`config.mk`:
```
export PLATFORM = sky130hd
export DESIGN_NAME = led_digit_segment_decoder
export DESIGN_NICKNAME = d
export VERILOG_FILES = /design/src/led_digit_pkg.sv /design/src/led_digit_segment_decoder.sv /design/src/digit_store.sv
export SDC_FILE = /design/constraint.sdc
export NUM_CORES = 1
export LEC_CHECK = 0
export BUFFER_PORTS_ARGS = -buffer_cell sky130_fd_sc_hd__buf_2
export CAP_MARGIN = 10
export CORE_MARGIN = 10
export CORE_UTILIZATION = 48
export CTS_CLUSTER_SIZE = 16
export DETAILED_ROUTE_END_ITERATION = 12
export PLACE_DENSITY = 0.66
export SLEW_MARGIN = 25
export SYNTH_ARGS = -nofsm -noshare
export SYNTH_HDL_FRONTEND = slang
export SYNTH_SLANG_ARGS = --single-unit
```
`constraint.sdc`:
```
create_clock -name clk_sys -period 2.6 [get_ports clk_sys]
set_input_delay 0.26 -clock clk_sys [delete_from_list [all_inputs] [get_ports clk_sys]]
set_output_delay 0.26 -clock clk_sys [all_outputs]
set_load 0.01 [all_outputs]
```
`src/led_digit_pkg.sv`:
```
// Constants shared by the digit segment decoder and its digit store.
// Assumes a byte-wide register write port fed by the serial front end.
package led_digit_pkg;
   localparam int          DIGIT_COUNT          = 8;
   localparam logic [7:0]  ADDR_DECODE_SELECT   = 8'h01;
   localparam logic [7:0]  ADDR_CONTROL         = 8'h04;
   localparam logic [7:0]  ADDR_STATUS          = 8'h05;
   localparam logic [7:0]  ADDR_DIGIT_BASE      = 8'h60;
   localparam logic [7:0]  DECODE_SELECT_RESET  = 8'h00;
   localparam logic [7:0]  CONTROL_RESET        = 8'h00;
   localparam int          CTRL_RATE_BIT        = 2;
   localparam int          CTRL_SYNC_BIT        = 5;
   localparam int          SEG_POINT_BIT        = 7;
   localparam int          DIGIT_NIBBLE_MSB     = 3;
   // Multiplex timing, in edges of the multiplex clock input
   localparam int          MUXCLK_PER_FRAME     = 6400;
   localparam int          MUXCLK_PER_DIGIT     = MUXCLK_PER_FRAME / DIGIT_COUNT;
   localparam longint      MUXCLK_NOMINAL_HZ    = 4000000;
   localparam longint      BLINK_SLOW_MHZ       = 500;
   localparam longint      BLINK_FAST_MHZ       = 1000;
   localparam int          BLINK_SLOW_HALF      = int'((MUXCLK_NOMINAL_HZ * 1000) / (2 * BLINK_SLOW_MHZ));
   localparam int          BLINK_FAST_HALF      = int'((MUXCLK_NOMINAL_HZ * 1000) / (2 * BLINK_FAST_MHZ));
   localparam int          DIGIT_CNT_W          = 10;
   localparam int          BLINK_CNT_W          = 23;
endpackage

```
`src/led_digit_segment_decoder.sv`:
```
// Multiplexed digit scan with per-digit hex decode or raw segment drive.
// Assumes the serial front end delivers byte writes while cs_n is low.
//
// What this block does
// - A decode-select register at 0x01 holds one bit per digit, and a 1 selects hex decoding for that digit.
// - A digit whose select bit is 0, or every digit when the register is 0x00, shows its data as raw segments.
// - A decoded digit ignores D6-D4 and maps D3..D0 to segments a..g through the sixteen-character font.
// - A decoded digit lights the point segment whenever D7 is 1, whatever the character.
// - An undecoded digit drives point from D7 and a..g from D6..D0, a 1 lighting the segment.
// - Writing the control register with the sync bit set also restarts the multiplex sequence.
// - Blink timing is a division of the multiplex clock, giving 0.5Hz slow and 1Hz fast at 4MHz.
// - With the sync bit set, multiplex and blink counters clear on the cs_n rising edge ending the write.
`timescale 1ns/100ps
`default_nettype none
module led_digit_segment_decoder
   import led_digit_pkg::*;
#(
   parameter int SLOW_HALF = BLINK_SLOW_HALF,
   parameter int FAST_HALF = BLINK_FAST_HALF
)
(
   input  wire logic        clk_sys,
   input  wire logic        rstn,
   input  wire logic        wr_en,
   input  wire logic [7:0]  wr_addr,
   input  wire logic [7:0]  wr_data,
   input  wire logic        cs_n,
   input  wire logic        mux_clock_input,
   input  wire logic [7:0]  rd_addr,
   output logic      [7:0]  rd_data,
   output logic      [7:0]  segment_drive,
   output logic      [7:0]  digit_enable,
   output logic             blink_phase
);
   logic [7:0]             digit_decode_select_reg;
   logic [7:0]             control_reg;
   logic                   mux_prev_reg;
   logic                   cs_prev_reg;
   logic                   sync_arm_reg;
   logic [DIGIT_CNT_W-1:0] digit_cnt_reg;
   logic [2:0]             digit_idx_reg;
   logic [2:0]             idx_d1_reg;
   logic [BLINK_CNT_W-1:0] blink_cnt_reg;
   logic                   blink_phase_reg;
   logic [7:0]             segment_drive_reg;
   logic [7:0]             digit_enable_reg;
   logic [7:0]             rd_data_reg;
   logic [7:0]             mem_q;

   // Seven-segment font, bit 6 is segment a down to bit 0 segment g
   function automatic logic [6:0] hex_font(input logic [3:0] nib);
      logic [6:0] s;
      s = 7'h00;
      unique case (nib)
         4'h0: s = 7'h7e;
         4'h1: s = 7'h30;
         4'h2: s = 7'h6d;
         4'h3: s = 7'h79;
         4'h4: s = 7'h33;
         4'h5: s = 7'h5b;
         4'h6: s = 7'h5f;
         4'h7: s = 7'h70;
         4'h8: s = 7'h7f;
         4'h9: s = 7'h7b;
         4'ha: s = 7'h77;
         4'hb: s = 7'h1f;
         4'hc: s = 7'h4e;
         4'hd: s = 7'h3f;
         4'he: s = 7'h4f;
         4'hf: s = 7'h47;
      endcase
      return s;
   endfunction

   // Write decode and edge detection
   wire       sel_wr       = wr_en && (wr_addr == ADDR_DECODE_SELECT);
   wire       ctrl_wr      = wr_en && (wr_addr == ADDR_CONTROL);
   wire       digit_wr     = wr_en && (wr_addr[7:3] == ADDR_DIGIT_BASE[7:3]);
   wire       ctrl_wr_sync = ctrl_wr && wr_data[CTRL_SYNC_BIT];
   wire       mux_rise     = mux_clock_input && !mux_prev_reg;
   wire       cs_rise      = cs_n && !cs_prev_reg;
   wire       restart_now  = cs_rise && (sync_arm_reg || ctrl_wr_sync);
   wire       digit_wrap   = (digit_cnt_reg == DIGIT_CNT_W'(MUXCLK_PER_DIGIT - 1));
   wire [BLINK_CNT_W-1:0] blink_last = control_reg[CTRL_RATE_BIT] ?
                                       BLINK_CNT_W'(FAST_HALF - 1) : BLINK_CNT_W'(SLOW_HALF - 1);
   // Compare at or above so a rate change past the new end cannot stall the count
   wire       blink_wrap   = (blink_cnt_reg >= blink_last);

   // Segment formation on one common vector
   wire       decode_on    = digit_decode_select_reg[idx_d1_reg];
   wire [7:0] seg_decoded  = {mem_q[SEG_POINT_BIT], hex_font(mem_q[DIGIT_NIBBLE_MSB:0])};
   wire [7:0] seg_next     = decode_on ? seg_decoded : mem_q;
   wire [7:0] enable_next  = 8'h01 << idx_d1_reg;
   wire [7:0] status_word  = {4'h0, blink_phase_reg, digit_idx_reg};
   wire [7:0] rd_next      = (rd_addr == ADDR_DECODE_SELECT) ? digit_decode_select_reg :
                             (rd_addr == ADDR_CONTROL)       ? control_reg :
                             (rd_addr == ADDR_STATUS)        ? status_word : 8'h00;

   digit_store u_store
   (
      .clk_sys (clk_sys),
      .rstn    (rstn),
      .wr_en   (digit_wr),
      .wr_idx  (wr_addr[2:0]),
      .wr_data (wr_data),
      .rd_idx  (digit_idx_reg),
      .rd_q    (mem_q)
   );

   // Registers written by the host
   always_ff @(posedge clk_sys)
   begin
      if (!rstn)
      begin
         digit_decode_select_reg <= DECODE_SELECT_RESET;
         control_reg             <= CONTROL_RESET;
      end
      else
      begin
         if (sel_wr)
         begin
            digit_decode_select_reg <= wr_data;
         end
         if (ctrl_wr)
         begin
            control_reg <= wr_data;
         end
      end
   end

   // Sync request held until chip select rises
   always_ff @(posedge clk_sys)
   begin
      if (!rstn)
      begin
         mux_prev_reg <= 1'b0;
         cs_prev_reg  <= 1'b1;
         sync_arm_reg <= 1'b0;
      end
      else
      begin
         mux_prev_reg <= mux_clock_input;
         cs_prev_reg  <= cs_n;
         sync_arm_reg <= cs_rise ? 1'b0 : (sync_arm_reg || ctrl_wr_sync);
      end
   end

   // Multiplex and blink dividers on the multiplex clock
   always_ff @(posedge clk_sys)
   begin
      if (!rstn || restart_now)
      begin
         digit_cnt_reg   <= '0;
         digit_idx_reg   <= 3'h0;
         blink_cnt_reg   <= '0;
         blink_phase_reg <= 1'b0;
      end
      else if (mux_rise)
      begin
         digit_cnt_reg   <= digit_wrap ? '0 : digit_cnt_reg + 1'b1;
         digit_idx_reg   <= digit_wrap ? digit_idx_reg + 3'h1 : digit_idx_reg;
         blink_cnt_reg   <= blink_wrap ? '0 : blink_cnt_reg + 1'b1;
         blink_phase_reg <= blink_wrap ? !blink_phase_reg : blink_phase_reg;
      end
   end

   // Output stage, aligned with the registered store read
   always_ff @(posedge clk_sys)
   begin
      if (!rstn)
      begin
         idx_d1_reg        <= 3'h0;
         segment_drive_reg <= 8'h00;
         digit_enable_reg  <= 8'h00;
         rd_data_reg       <= 8'h00;
      end
      else
      begin
         idx_d1_reg        <= digit_idx_reg;
         segment_drive_reg <= seg_next;
         digit_enable_reg  <= enable_next;
         rd_data_reg       <= rd_next;
      end
   end

   assign segment_drive = segment_drive_reg;
   assign digit_enable  = digit_enable_reg;
   assign blink_phase   = blink_phase_reg;
   assign rd_data       = rd_data_reg;

   property p_select_store;
      @(posedge clk_sys) disable iff (!rstn)
      sel_wr |=> digit_decode_select_reg == $past(wr_data);
   endproperty
   a_select_store: assert property (p_select_store) else $error("decode select not stored");

   property p_raw_path;
      @(posedge clk_sys) disable iff (!rstn)
      !decode_on |=> segment_drive_reg == $past(mem_q);
   endproperty
   a_raw_path: assert property (p_raw_path) else $error("raw digit altered");

   property p_font_zero;
      @(posedge clk_sys) disable iff (!rstn)
      (decode_on && mem_q[3:0] == 4'h0) |=> segment_drive_reg[6:0] == 7'h7e;
   endproperty
   a_font_zero: assert property (p_font_zero) else $error("font zero wrong");

   property p_font_b;
      @(posedge clk_sys) disable iff (!rstn)
      (decode_on && mem_q[3:0] == 4'hb) |=> segment_drive_reg[6:0] == 7'h1f;
   endproperty
   a_font_b: assert property (p_font_b) else $error("font b wrong");

   property p_point;
      @(posedge clk_sys) disable iff (!rstn)
      decode_on |=> segment_drive_reg[SEG_POINT_BIT] == $past(mem_q[SEG_POINT_BIT]);
   endproperty
   a_point: assert property (p_point) else $error("point segment wrong");

   property p_raw_point;
      @(posedge clk_sys) disable iff (!rstn)
      (!decode_on && mem_q[7]) |=> segment_drive_reg[7] && digit_enable_reg == (8'h01 << $past(idx_d1_reg));
   endproperty
   a_raw_point: assert property (p_raw_point) else $error("raw point or digit wrong");

   property p_restart;
      @(posedge clk_sys) disable iff (!rstn)
      (ctrl_wr_sync ##1 (!cs_n && !wr_en) ##1 (cs_n && !cs_prev_reg))
      |=> digit_idx_reg == 3'h0 && digit_cnt_reg == '0 && blink_cnt_reg == '0 && !blink_phase_reg;
   endproperty
   a_restart: assert property (p_restart) else $error("sync did not clear counters");

   property p_blink_toggle;
      @(posedge clk_sys) disable iff (!rstn)
      (blink_phase_reg != $past(blink_phase_reg) && !$past(restart_now))
      |-> $past(blink_cnt_reg) >= $past(blink_last) && $past(mux_rise);
   endproperty
   a_blink_toggle: assert property (p_blink_toggle) else $error("blink toggled early");

   property p_digit_hold;
      @(posedge clk_sys) disable iff (!rstn)
      (!mux_rise && !restart_now) |=> $stable(digit_idx_reg) && $stable(blink_cnt_reg);
   endproperty
   a_digit_hold: assert property (p_digit_hold) else $error("scan moved without clock");
endmodule
`default_nettype wire

```
`src/digit_store.sv`:
```
// Eight-byte digit data store with one write port and a registered read.
// Assumes a single clock and synchronous active-low reset.
`timescale 1ns/100ps
`default_nettype none
module digit_store
   import led_digit_pkg::*;
(
   input  wire logic        clk_sys,
   input  wire logic        rstn,
   input  wire logic        wr_en,
   input  wire logic [2:0]  wr_idx,
   input  wire logic [7:0]  wr_data,
   input  wire logic [2:0]  rd_idx,
   output logic      [7:0]  rd_q
);
   logic [7:0] mem_reg [DIGIT_COUNT];

   always_ff @(posedge clk_sys)
   begin
      if (!rstn)
      begin
         for (int i = 0; i < DIGIT_COUNT; i++)
         begin
            mem_reg[i] <= 8'h00;
         end
         rd_q <= 8'h00;
      end
      else
      begin
         if (wr_en)
         begin
            mem_reg[wr_idx] <= wr_data;
         end
         rd_q <= mem_reg[rd_idx];
      end
   end
endmodule
`default_nettype wire

```
==> results by group, run 1 <==
Status
  – Status: completed

Floorplanning
  – Die Y-Extent: ~140 µm
  – Core area: about 0.014 mm²
  – Die area: 0.0193 mm²
  – Row cnt: 43
  – Io pins: 54
  – Die Wd: 139 µm
  – Initial core utilization: 48.8%

GRT
  – Total GRT Usage: between 10% and 20%
  – Total grt overflow: 0
  – Vias in the first global route: 4590
  – Initial antenna violation count: 0
  – Pin count of the biggest net entering global routing: 31
  – Global-route wire length before repair: 23300 µm

Critical path
  – Slowest stage delay, CP: 0.47 ns
  – CP Cell Sequence: inv_1, ha_1, nor2_1, o311ai_0, o311ai_2, nand4b_4, nor2_1
  – Most used cell, CP: nor2_1
  – Buffer and inverter count on the worst path: 1
  – Slowest cell on the critical path: dfxtp_1
  – CP Launch Type: flop
  – Arr. time, crit path: 2.52 ns
  – CP endpoint kind: flop
  – Crit-path max FO: 23
  – Delay-heaviest family, CP: compound AO/OA/AOI/OAI gates
  – Worst R2R Path Depth: 7
  – Crit Path Category: flop to flop
  – Instance count on the critical path: 7
  – Critical Path RT: approximately 2.9 ns

Placement
  – GPL Wtd Cong: 0.880
  – Setup WS pre-CTS: -0.193 ns
  – DP HPWL: 10200 µm
  – Port Buffers: 53

STA
  – Hold Worst Slack: ~0.049 ns
  – Period minus WS final: about 2.2 ns
  – Slew @ Worst Pin: a little over 0.8 ns
  – Final Slew Violations: 0
  – Fin. Hold Viols: 0
  – Worst rel slew slack: 45.4%
  – Tcrit/Tclk final: approximately 86%
  – RSZ-0062 raised after global routing: false
  – Skew final: 0.00988 ns
  – Post-layout worst setup margin: 0.377 ns
  – Fmax: 450 MHz
  – Setup violators final: 0

Detailed routing
  – DR vias/cell: 5.29
  – Drt pass-1 iters: 5
  – Routed length per instance: between 15 and 20 µm
  – Initial DRC Count: about 380
  – Total wire length: 14300 µm
  – Antenna viol nets, final: 0
  – DRC viols: 0
  – Via count: 4507

Pwr
  – Highest ir drop seen on vdd: 0.000471 V
  – Lkg Pwr: 3.09 nW
  – PwrDens: 677 mW/mm²

Worst hold path
  – Worst Hold Class: input pin to flop
  – Hold depth: 2

Job
  – Max Cap Viol: 0

Yosys
  – Post-synth top flop: dfxtp_1
  – Synth unique cells: 48
  – Synth Net Count: 637
  – Average cell area after synthesis: 11.5 µm²
  – FF+latch count, synth: between 150 and 200
  – Synthesized instance count: 591
  – Post-synth ARST share: 0%
  – Register area share after synthesis: 55.2%
  – Mapped Area: between 0.006 and 0.007 mm²
  – Ys Warns: 0
  – Post-synth EDFFs: 64

Cells and area
  – # diodes: 0
  – Layout cells sized above 1: 19.8%
  – Nets: about 710
  – Commonest non-fill, non-tap cell in the layout: nor2_1
  – Layout area overhead: 16.6%
  – FILL cells: 1169
  – Highest-count cells in the layout ignoring fill and taps: nor2_1, dfxtp_1, and2_1, edfxtp_1, buf_2
  – Max reg flops: 64

CTS
  – CTS Buffer Depth: 2
  – Clk root buf: clkbuf_16
  – # clock sinks: around 160
  – Postcts setup bufs: 0
  – Clock Pin Slew Worst Setup and Hold Paths: about 0.060 ns
  – CTS tree: done
  – Htree depth: 4
  – Worst skew pair latency: 0.42 ns
  – Cts hold-fix bufs: 0
  – Num CTS Buffers: 17
-- where the power goes --
group / leakage, nW / switching, mW / internal (mW)
Clock: 0.298 / 0.996 / 1.50
Combinational: 1.45 / 0.131 / 0.0847
Sequential: 1.35 / 0.0356 / 2.60
Total: 3.09 / 1.16 / 4.19
-- worst paths after layout --
path	start	to	slack (ns)
max	control_reg[2]	blink_cnt_reg[20]	0.38
min	cs_n	cs_prev_reg	0.05
max reg2reg	control_reg[2]	blink_cnt_reg[20]	0.38
min reg2reg	u_store.rd_q[7]	segment_drive[7]	0.46
-- synth_stat cells, types with 9 or more instances --
master	number	area (µm²)
and2_1	69	432
mux4_2	18	405
edfxtp_1	64	1920
nand4_1	12	75.1
nand2b_1	17	106
ha_1	17	213
xnor2_1	9	78.8
mux2i_1	29	290
nor3_1	9	45.0
clkbuf_1	12	45.0
xor2_1	23	201
nand3_1	12	60.1
nor2_1	100	375
dfxtp_1	91	1820
nand2_1	23	86.3
a21oi_1	12	60.1
-- cell type report --
type	count	area, µm²	share of cell area (%)
sequential	155	3740	47.4
tap	180	225	2.85
timing repair buffer	68	378	4.78
inverter	6	22.5	0.285
clock inverter	12	134	1.69
multi-input combinational	411	2930	37.1
clock buffer	20	468	5.92
-- layer usage --
layer / GRT usage, % / part of all wire (%)
met5: 0 / 0
met2: 23.8 / 46
met4: 5.82 / 1.8
met3: 3.77 / 5.1
met1: 19.0 / 47
-- per-stage QoR --
stage | cells | area (µm²) | utilization (%) | setup TNS [ns] | power (mW)
finish | 852 | 7910 | 56.9 | 0 | 5.35
global placement | 820 | 7290 | 52.5 | 0 | 2.90
global route | 852 | 7910 | 56.9 | 0 | 5.51
floorplan | 591 | 6780 | - | 0 | 2.79
CTS | 852 | 7900 | 56.9 | 0 | 5.39
detailed placement | 820 | 7290 | 52.5 | -3.33 | 2.90
-- cells by family (layout without fill, tap and decap cells) --
logic type | after synthesis | in the layout | share of synthesized area [%]
multiplexers | 52 | 52 | 11.1
AO/OA/AOI/OAI | 40 | 40 | 3.91
XOR/XNOR | 32 | 32 | 4.13
buffers and inverters | 25 | 106 | 1.73
adder cells (fa/ha/maj) | 17 | 17 | 3.14
AND/OR/NAND/NOR | 270 | 270 | 20.8
flip-flops | 155 | 155 | 55.2
-- worst reg2reg max path, stage by stage (launching register included) --
cell and delay, ns:
dfxtp_1 0.47, inv_1 0.14, ha_1 0.31, nor2_1 0.04, o311ai_0 0.46, o311ai_2 0.25, nand4b_4 0.33, nor2_1 0.10
-- timing repair --
action,4_1_cts,5_1_grt
gates resized for setup,2,1
setup endpoints to repair,23,8
pin swaps,0,1
No activity file was read; power rests on OpenSTA's default activity.
==> run 2: changes to the inputs <==
--- a/config.mk
+++ b/config.mk
@@ -11,7 +11,8 @@
 export CORE_UTILIZATION = 48
 export CTS_CLUSTER_SIZE = 16
 export DETAILED_ROUTE_END_ITERATION = 12
-export PLACE_DENSITY = 0.66
+export PLACE_DENSITY_LB_ADDON = 0.15
+export SKIP_CTS_REPAIR_TIMING = 1
 export SLEW_MARGIN = 25
 export SYNTH_ARGS = -nofsm -noshare
 export SYNTH_HDL_FRONTEND = slang
==> results by group, run 2 (synthesized netlist as in run 1, its figures left out) <==
Status
  – Status: completed

Critical path
  – Crit Path Category: flop to flop
  – Launch point of the worst path: control_reg[2]
  – Critical Path RT: 2.94 ns (+0.04 ns)
  – Critical R2R Launch: control_reg[2]
  – Buffer and inverter count on the worst path: 1 (unchanged)
  – Delay-heaviest family, CP: compound AO/OA/AOI/OAI gates
  – Crit-path max FO: 23 (unchanged)
  – CP Launch Type: flop
  – Slowest stage delay, CP: 0.56 ns (+0.09 ns)
  – Arr. time, crit path: 2.72 ns (+0.20 ns)
  – Slowest cell on the critical path: o311ai_1
  – CP Cell Sequence: inv_1, ha_1, nand4b_1, nor2_1, o311ai_1, nand4b_4, a21oi_1
  – CP endpoint kind: flop

STA
  – Skew final: 0.00830 ns (-0.00157 ns)
  – Fmax: 419 MHz (-6.8%)
  – Final Slew Violations: 0 (unchanged)
  – Slew @ Worst Pin: 0.941 ns (+0.123 ns)
  – Setup_tns: 0 ns (unchanged)
  – RSZ-0062 raised after global routing: false
  – Setup violators final: 0 (unchanged)
  – Fin. Hold Viols: 0 (unchanged)
  – Worst rel slew slack: 37.2% (-8.2 points)
  – Tcrit/Tclk final: 91.8% (+6.3 points)
  – Period minus WS final: 2.39 ns (+0.163 ns)

Placement
  – DP HPWL: 10500 µm (+2.7%)
  – Port Buffers: 53 (unchanged)
  – GPL Wtd Cong: 0.842 (-4.3%)

CTS
  – Htree depth: 4 (unchanged)
  – CTS tree: done
  – CTS Buffer Depth: 2 (unchanged)
  – Clock Pin Slew Worst Setup and Hold Paths: 0.06 ns (about the same)
  – Clk root buf: clkbuf_16
  – Worst skew pair latency: 0.42 ns (about the same)
  – # clock sinks: 155 (unchanged)
  – Num CTS Buffers: 17 (unchanged)

Cells and area
  – Layout area overhead: 16.6% (unchanged)
  – Highest-count cells in the layout ignoring fill and taps: nor2_1, dfxtp_1, and2_1, edfxtp_1, buf_2
  – # diodes: 0 (unchanged)
  – Max reg flops: 64 (unchanged)
  – Layout cells sized above 1: 19.6% (-0.18 points)
  – Nets: 706 (+0.14%)
  – FILL cells: 1196 (+2.3%)
  – Commonest non-fill, non-tap cell in the layout: nor2_1

Pwr
  – Power Total: 5.39 mW (+0.69%)
  – Highest ir drop seen on vdd: 0.000500 V (+6.1%)
  – Lkg Pwr: 3.09 nW (about the same)
  – PwrDens: 682 mW/mm² (+0.69%)

Detailed routing
  – Routed length per instance: 17.7 µm (+5.6%)
  – Initial DRC Count: 276 (-28%)
  – DRC viols: 0 (unchanged)
  – Drt pass-1 iters: 5 (unchanged)
  – Total wire length: 15100 µm (+5.8%)
  – DR vias/cell: 5.42 (+2.4%)
  – Via count: 4620 (+2.5%)
  – Antenna viol nets, final: 0 (unchanged)

Floorplanning
  – Die Wd: 139 µm (unchanged)
  – Core area: 0.0139 mm² (unchanged)
  – Row cnt: 43 (unchanged)
  – Io pins: 54 (unchanged)
  – Die area: 0.0193 mm² (unchanged)
  – Initial core utilization: 48.8% (unchanged)
  – Die Y-Extent: 139 µm (unchanged)

GRT
  – Global-route wire length before repair: 24400 µm (+4.7%)
  – Initial antenna violation count: 0 (unchanged)
  – Total GRT Usage: 15.7% (+0.79 points)
  – Pin count of the biggest net entering global routing: 31 (unchanged)
  – Vias in the first global route: 4551 (-0.85%)
  – Total grt overflow: 0 (unchanged)

Worst hold path
  – Worst Hold Class: input pin to flop
  – HP Start: cs_n

Job
  – Max Cap Viol: 0 (unchanged)
## run 2: cell types whose count changed in the layout (fill, tap and decap cells not counted)
cell        delta
o311ai_1       +1
clkbuf_1       +1
inv_4          -1
o311ai_2       -1
clkinv_2       +3
buf_4          +1
clkinv_4       -3
bufinv_16      +1
clkbuf_8       -1
clkinvlp_4     +2
inv_6          -2
## run 2: path summary, 6_finish.rpt
| kind | endpoint | slack, ns | cells after the start |
|---|---|---|---|
| setup / recovery | blink_cnt_reg[1] | 0.21 | 7 |
| hold / removal | cs_prev_reg | 0.08 | 2 |
| setup reg to reg | blink_cnt_reg[1] | 0.21 | 7 |
| hold reg to reg | segment_drive[7] | 0.43 | 1 |
## run 2: cell type report
class,count,area [µm²],share of cell area [%]
clock inverters,12,144,1.82
inverters,6,22.5,0.285
clock buffers,20,458,5.79
multi-input cells,411,2930,37.0
flip-flops and latches,155,3740,47.4
repair buffers,69,385,4.87
well taps,180,225,2.85
## run 2: metrics by stage
step / hold WS [ns] / area, µm² / util, % / worst slack [ns] / std cells
after floorplan: 0.361 / 6780 / - / 0.561 / 591
after global placement: 0.419 / 7290 / 52.6 / 0.0200 / 821
after detailed placement: 0.420 / 7290 / 52.6 / -0.146 / 821
after CTS: 0.0761 / 7900 / 56.9 / -0.190 / 853
after global routing: 0.102 / 7910 / 56.9 / 0.0346 / 853
final: 0.0830 / 7910 / 56.9 / 0.214 / 853
## run 2: worst reg2reg max path, delay by kind of cell (launching register included)
| family | cells | cell delay, ns |
|---|---|---|
| compound gates | 2 | 0.79 |
| fa+ha+maj | 1 | 0.30 |
| flops | 1 | 0.47 |
| buf+inv | 1 | 0.13 |
| simple gates | 3 | 0.61 |
## run 2: report_power, final
part           internal [mW]  total (mW)  switching (mW)  leakage (nW)
Combinational         0.0850       0.223           0.137          1.46
Clock                   1.56        2.53           0.970         0.293
Sequential              2.60        2.64          0.0370          1.35
## run 2: per-layer routing
metal	global-route usage (%)	up-vias	wire, µm
met3	3.70	21	839
met2	24.1	123	7030
met1	20.9	2255	6970
li1	-	2221	-
met5	0	-	0
met4	6.37	0	258
